$ cat config.mk
export PLATFORM = sky130hd
export DESIGN_NAME = ufic_frame_fit
export DESIGN_NICKNAME = d
export VERILOG_FILES = /design/src/rtl/ufic_pkg.sv /design/src/rtl/ufic_frame_fit.sv
export SDC_FILE = /design/constraint.sdc
export NUM_CORES = 1
export LEC_CHECK = 0
export ABC_AREA = 1
export BUFFER_PORTS_ARGS = -buffer_cell sky130_fd_sc_hd__buf_2
export CORE_MARGIN = 2
export CORE_UTILIZATION = 40
export DETAILED_ROUTE_END_ITERATION = 8
export MAX_ROUTING_LAYER = met4
export PLACE_DENSITY_LB_ADDON = 0.2
export SLEW_MARGIN = 30
export SYNTH_ARGS = -nofsm -noshare
export SYNTH_HDL_FRONTEND = slang
export SYNTH_SLANG_ARGS = --single-unit
$ cat constraint.sdc
create_clock -name clk_sys -period 2.5 [get_ports clk_sys]
set_input_delay 0.375 -clock clk_sys [delete_from_list [all_inputs] [get_ports clk_sys]]
set_output_delay 0.375 -clock clk_sys [all_outputs]
set_load 0.005 [all_outputs]
$ cat src/rtl/ufic_pkg.sv
// package for the frame index and transaction fit check block
`default_nettype none
package ufic_pkg;
  localparam int unsigned IDX_W = 14;
  localparam int unsigned UF_W = 3;
  localparam int unsigned FR_W = 11;
  localparam int unsigned PKT_W = 11;
  localparam int unsigned BYTES_W = 13;
  localparam logic [IDX_W-1:0] IDX_RESET = 14'h0000;
  localparam logic [FR_W-1:0] SOF_RESET = 11'h000;
  localparam logic [UF_W-1:0] UF_LAST = 3'h7;
  localparam logic [UF_W-1:0] UF_FIRST = 3'h0;
  localparam logic [UF_W-1:0] UF_SECOND = 3'h1;
  localparam logic [BYTES_W:0] FIT_OVERHEAD = 14'h00C0;
  localparam logic [BYTES_W:0] FIT_BIG_EXTRA = 14'h0080;
  localparam logic [PKT_W-1:0] FIT_BIG_LIMIT = 11'h080;
  // 125 us micro-frame at 100 MHz; one byte time at 480 Mb/s is 16.67 ns
  localparam int unsigned CLK_PERIOD_PS = 10000;
  localparam int unsigned UFRAME_NS = 125000;
  localparam int unsigned UFRAME_CYCLES = UFRAME_NS * 1000 / CLK_PERIOD_PS;
  localparam int unsigned BYTE_TIME_PS = 16667;
  // bytes per micro-frame, rounded down
  localparam int unsigned UFRAME_BYTES = UFRAME_NS * 1000 / BYTE_TIME_PS;
  localparam logic [BYTES_W-1:0] BYTES_BUDGET = 13'(UFRAME_BYTES);
  // byte pace: 3 bytes every 5 clocks would be exact; 5/3 clocks per byte
  localparam logic [1:0] PACE_NUM = 2'h3;
  localparam logic [2:0] PACE_DEN = 3'h5;

  typedef enum logic [1:0] {
    UFIC_IDLE = 2'b00,
    UFIC_RUN = 2'b01
  } ufic_state_e;

  typedef struct packed {
    logic [IDX_W-1:0] index;
    logic [FR_W-1:0] sof_value;
  } ufic_frame_s;

  typedef struct packed {
    ufic_state_e state;
    ufic_frame_s frame;
    logic [16:0] uf_count;
    logic [2:0] pace_acc;
    logic [BYTES_W-1:0] bytes_left;
    logic fit_ok;
    logic sof_strobe;
  } ufic_reg_s;
endpackage
`default_nettype wire

$ cat src/rtl/ufic_frame_fit.sv
// frame index, lagging SOF value, bytes-left counter and fit check
// Summary of operation
// - Fit estimate is max packet length plus 192 overhead.
// - Add 128 more when max packet length is 128 or larger.
// - Refuse start when estimate exceeds bytes left; allow otherwise.
// - Keep a hardware counter of bytes left in the micro-frame.
// - Index bits 2..0 are the micro-frame number.
// - SOF value follows index bits 13..3, one micro-frame behind.
// - Index frame field increments on micro-frame carry from 7 to 0.
// - SOF value increments when micro-frame bits go from 0 to 1.
// - Index addresses the frame list; SOF value goes in SOF tokens.
// - Eight SOF tokens per frame carry the same frame number.
// - Software writes load the running index counter.
`default_nettype none
module ufic_frame_fit
  import ufic_pkg::*;
(
  // clock and reset
  input wire logic clk_sys,
  input wire logic resetn,
  // controller run and index write
  input wire logic run,
  input wire logic index_wr,
  input wire logic [IDX_W-1:0] index_wdata,
  // fit check request
  input wire logic [PKT_W-1:0] max_packet_len,
  // frame outputs
  output logic [IDX_W-1:0] frame_list_index,
  output logic [UF_W-1:0] micro_frame,
  output logic [FR_W-1:0] sof_frame_value,
  output logic sof_send,
  // fit outputs
  output logic [BYTES_W-1:0] bytes_left_counter,
  output logic fit_ok
);

  function automatic logic fit_check(input logic [PKT_W-1:0] len,
                                     input logic [BYTES_W-1:0] left);
    logic [BYTES_W:0] est;
    est = {3'h0, len} + FIT_OVERHEAD;
    if (len >= FIT_BIG_LIMIT) begin
      est = est + FIT_BIG_EXTRA;
    end
    fit_check = !(est > {1'b0, left});
  endfunction

  ufic_reg_s r;
  ufic_reg_s next_r;
  logic uf_end;
  logic [UF_W-1:0] next_uf;

  assign uf_end = (r.uf_count == 17'(UFRAME_CYCLES - 1));

  always_comb begin
    next_r = r;
    next_r.sof_strobe = 1'b0;
    next_uf = r.frame.index[UF_W-1:0] + 3'h1;
    unique case (r.state)
      UFIC_IDLE: begin
        next_r.uf_count = 17'h00000;
        next_r.pace_acc = 3'h0;
        if (run) begin
          next_r.state = UFIC_RUN;
          next_r.bytes_left = BYTES_BUDGET;
          next_r.sof_strobe = 1'b1;
        end
      end
      UFIC_RUN: begin
        if (!run) begin
          next_r.state = UFIC_IDLE;
        end else if (uf_end) begin
          next_r.uf_count = 17'h00000;
          next_r.pace_acc = 3'h0;
          next_r.frame.index = r.frame.index + 14'h0001;
          next_r.bytes_left = BYTES_BUDGET;
          // SOF value trails the index frame field by one micro-frame
          if (r.frame.index[UF_W-1:0] == UF_FIRST &&
              next_uf == UF_SECOND) begin
            next_r.frame.sof_value = r.frame.sof_value + 11'h001;
          end
          next_r.sof_strobe = 1'b1;
        end else begin
          next_r.uf_count = r.uf_count + 17'h00001;
          // 3 bytes per 5 clocks approximates 16.67 ns per byte
          if (r.pace_acc + PACE_NUM >= PACE_DEN) begin
            next_r.pace_acc = r.pace_acc + 3'(PACE_NUM) - PACE_DEN;
            if (r.bytes_left != 13'h0000) begin
              next_r.bytes_left = r.bytes_left - 13'h0001;
            end
          end else begin
            next_r.pace_acc = r.pace_acc + 3'(PACE_NUM);
          end
        end
      end
      default: next_r.state = UFIC_IDLE;
    endcase
    // a write replaces the running index; SOF value realigned to lag it
    if (index_wr) begin
      next_r.frame.index = index_wdata;
      if (index_wdata[UF_W-1:0] == UF_FIRST) begin
        next_r.frame.sof_value = index_wdata[IDX_W-1:UF_W] - 11'h001;
      end else begin
        next_r.frame.sof_value = index_wdata[IDX_W-1:UF_W];
      end
    end
    next_r.fit_ok = fit_check(max_packet_len, next_r.bytes_left);
  end

  always_ff @(posedge clk_sys or negedge resetn) begin
    if (!resetn) begin
      r.state <= UFIC_IDLE;
      r.frame.index <= IDX_RESET;
      r.frame.sof_value <= SOF_RESET - 11'h001;
      r.uf_count <= 17'h00000;
      r.pace_acc <= 3'h0;
      r.bytes_left <= 13'h0000;
      r.fit_ok <= 1'b0;
      r.sof_strobe <= 1'b0;
    end else begin
      r <= next_r;
    end
  end

  assign frame_list_index = r.frame.index;
  assign micro_frame = r.frame.index[UF_W-1:0];
  assign sof_frame_value = r.frame.sof_value;
  assign sof_send = r.sof_strobe;
  assign bytes_left_counter = r.bytes_left;
  assign fit_ok = r.fit_ok;

endmodule // ufic_frame_fit
`default_nettype wire

After elaboration in Yosys (flattened, before gate mapping):

Cells that the tools add are included.

* flip-flop bits (word level): 62

* reductions and logical operators: 15
* add/subtract/negate cells: 10
* $lt $le $gt $ge: 3
* muxes and demuxes: 20
* eq/ne operators: 6

Operators by type and width (count)
* 2-to-1 mux 25 bit: 3
* one-hot mux 33 bit (2 select lines): 1
* 2-to-1 mux 58 bit: 1
* 2-to-1 mux 13 bit: 4
* 2-to-1 mux 33 bit: 1
* 2-to-1 mux 11 bit: 2
* adder 17 x 1 -> 17 bit, second input constant: 1
* equality test 17 x 14 -> 1 bit, second input constant: 1
* adder 14 x 1 -> 14 bit, second input constant: 1
* > comparator 14 x 13 -> 1 bit: 1
* adder 12 x 8 -> 13 bit, second input constant: 1
* nonzero test 13 bit: 1
* subtractor 13 x 1 -> 13 bit, second input constant: 1
* adder 11 x 8 -> 12 bit, second input constant: 1
* adder 11 x 1 -> 11 bit, second input constant: 1
* greater-or-equal comparator 11 x 8 -> 1 bit, second input constant: 1
* subtractor 11 x 1 -> 11 bit, second input constant: 1
* nonzero test 2 bit: 5
* logical NOT 3 bit: 2
* inequality test 2 bit, second input constant: 3
* 2-to-1 mux 2 bit: 2
* one-hot mux 2 bit (2 select lines): 1
* AND reduction 2 bit: 2
* AND reduction 4 bit: 1
* other kinds (13): 15

Logic depth before layout (Yosys ltp):

* depth in word-level cells: 9
* mapped depth: 22
* mapped depth without buffers: 22

Worst setup path before layout:

No wires, ideal clock.

* kind: register to register
* from: register r[15] (netlist name)
* to: register, netlist name fit_ok
* required time: 2417 ps
* setup time: 83 ps
* path slack: 70 ps
* data arrival time: 2347 ps
* path buffers: 0
* stages on the path, launching flop included: 21
* cell sequence: dfrtp_1 -> inv_1 -> ha_1 -> nand2_1 -> nor2_1 -> nor2_4 -> nand2_4 -> nor2_4 -> nand2_1 -> nand2_1 -> nand3_1 -> nand2_1 -> inv_1 -> ha_1 -> nand2_1 -> nor2_1 -> nand2_1 -> nor2_1 -> o31ai_1 -> nand2_1 -> o21ai_0

RTL lines
* from (decl): line ufic_frame_fit.sv:47 `ufic_reg_s r;`
* from (signal assigned): line ufic_frame_fit.sv:120 `r <= next_r;`

==> metrics <==
Final Cycle Share=102%; RR Endpoint=fit_ok$_DFF_PN0_; Setup WS post-layout=-44.5 ps; H-tree levels=3; Syn Area/Cell=6.93 um2; clock latency on the worst-skew pair=340 ps; Crit path required time=2770 ps; FMAX=393 MHz; Synth area leaders=dfrtp_1 25%, nand2_1 13%, inv_1 7.1%; WL/cell=13.3 um; Layout fillers=1,243; Slew Limit Fails=0; Vias/cell=4.94; final hold violation count=0; Die W=116 um; ratio of cells with drive above 1 in the final layout=25.6%; # rows=41; HPWL after DPL=9980 um; Yosys top cell by area=dfrtp_1; Netlist cell types=48; clock root buffer=clkbuf_16; crit path max fanout=5; I/O pin total=72; clock slew at reported path FFs=60 ps; R2R depth=17; WS Path Type=register to register; area grow syn2layout=19.7%; area share of the largest cell type after synthesis=24.8%; starting density of the core=40.5%; worst path cell trace=inv_2, buf_6, ha_2, nor2_2, nor2_4, nand2_2, a21oi_4, xor2_2, a21oi_2, ha_1, nand2_2, nor2_1, nand2_1, nor2_1, o31ai_1, nand2_1, o21ai_0; LEAKAGE=3.07 nW; GPL Wtd Cong=0.869; area of the multi-input gates=2840 um2; Post-DRT Antenna Nets=0; placed cell count=959; Pwr Density=732 nW/um2; post-synthesis sequential area ratio=30.5%; antenna violations before repair=0; final setup fails=1; Syn Inst Count=729; clk_skew=7.00 ps; Core Area=12,500 um2; most frequent cells in the layout=174 x nand2_1, 93 x inv_1, 71 x buf_2; status=finished, violations left; Yosys reg bits=61; Total GRT Usage=20.9%; Die Y=116 um; Sequential Area=1540 um2; Worst R2R Start=r[15]$_DFFE_PN0P_; CP max stage cell=dfrtp_1; TritonCTS clock tree=yes; CTS buffer count=9; post-place setup slack=-187 ps; 1st-pass router iterations=6; RSZ-0062 raised after global routing=true; Port Buffer Count=71; Worst Tran Pin Value=665 ps; setup slack, reg-to-reg=-40 ps; total gr overflow=0; Finished Layout Cells=989; first-pass GRT wire length=21,400 um; vias in the first global route=4,609; most common cell after layout, fill and taps aside=nand2_1; Yosys warnings=0; Antenna diodes=0; Mapped Nets=786; Iteration-0 DRC Markers=315; HP Class=input pin to asynchronous set/reset pin; largest net degree at the start of global routing=38; Critical Path AT=2810 ps; Slew HR=55.7%; DIE AREA=13,500 um2; Nets=869; failing checks=setup timing; VDD IR max=0.357 mV; critical path's largest stage delay=380 ps; crit end category=register; Max Cap Viol=0; DR vias=4,886; hold buffers post-CTS=0; final wirelength=13,200 um; synthesized area=5050 um2; CTS Buffer Depth=2; crit start category=register; Clock Sinks=61; fin crit period=2540 ps; drt drc=0
## routing by layer
metal	share of wire [%]	track usage [%]
met1	48	26.8
met2	46	32.2
met3	3.4	3.48
met4	2.8	9.92
met5	0	-
## power breakdown
group	switching [mW]	internal (mW)
combinational	1.05	0.830
clock	0.452	0.781
sequential	0.159	1.15
## layout make-up
type                       count  area share, %
inverter                     107           6.64
clock buffer                  16           4.82
tap                          172           3.56
timing repair buffer         123           12.6
multi-input combinational    510           46.9
sequential                    61           25.5
## worst max path at each step
stage,from,endpoint,slack (ps),depth (start not counted)
2_1_floorplan,r[15]$_DFFE_PN0P_,fit_ok$_DFF_PN0_,70,20
3_3_place_gp,r[15]$_DFFE_PN0P_,fit_ok$_DFF_PN0_,-100,17
3_5_place_dp,r[15]$_DFFE_PN0P_,fit_ok$_DFF_PN0_,-190,15
4_1_cts,r[16]$_DFFE_PN0P_,fit_ok$_DFF_PN0_,-30,17
5_1_grt,r[15]$_DFFE_PN0P_,fit_ok$_DFF_PN0_,-250,16
6_report,r[15]$_DFFE_PN0P_,fit_ok$_DFF_PN0_,-40,17
## per-stage QoR
stage          area, um2  TNS (ps)  hold WS, ps  utilization (%)  total power, mW
3_3_place_gp        5560      -101          443             44.6             2.93
3_5_place_dp        5560      -187          449             44.6             2.96
2_1_floorplan       5050         0         79.4                -             2.43
6_report            6050     -44.5         66.5             48.5             4.43
4_1_cts             6000     -25.2         77.2             48.2             4.39
5_1_grt             6050      -249          115             48.5             4.74
## state kept, by name (all words and copies together) (netlist names)
register            count
r                      21
frame_list_index       14
bytes_left_counter     13
sof_frame_value        11
fit_ok                  1
sof_send                1
## timing repair
item,CTS,global route
endpoints found under the setup margin,1,2
pin swaps,11,10
resized for setup,11,12
buffers inserted,15,0
## Yosys cell counts (all sizes together)
cell / n
xor2: 10
o22a: 1
a21o: 1
nor2: 64
inv: 106
o21a: 1
buf: 48
a21oi: 29
a211oi: 1
nand4: 23
o31ai: 1
clkbuf: 3
nand3b: 1
or2: 2
mux2i: 1
nor4: 3
ha: 28
o22ai: 8
nand3: 71
dfstp: 11
dfrtp: 50
o21bai: 7
clkinv: 1
nor3b: 1
conb: 1
o211ai: 3
nor3: 19
nand2: 188
xnor2: 4
o21ai: 41
a21boi: 1
## worst max-delay path: cells and delay by family (launching register included)
| family | cells | cell delay [ps] |
|---|---|---|
| flip-flops | 1 | 380 |
| AND/OR/NAND/NOR | 8 | 660 |
| AO/OA/AOI/OAI | 4 | 550 |
| buffers and inverters | 2 | 210 |
| adder cells (fa/ha/maj) | 2 | 460 |
| XOR/XNOR | 1 | 190 |
## cell families (layout without fill, tap and decap cells)
kind of cell / count (synthesis) / in the layout / synth area share (%)
multiplexers: 1 / 1 / 0.198
other: 1 / 1 / 0.0742
AO/OA/AOI/OAI: 94 / 94 / 10.9
AND/OR/NAND/NOR: 372 / 372 / 33.9
XOR/XNOR: 14 / 14 / 2.43
adder cells (fa/ha/maj): 28 / 28 / 6.94
flip-flops: 61 / 61 / 30.5
buffers and inverters: 158 / 246 / 15.2
(Power assumes the default switching activity.)
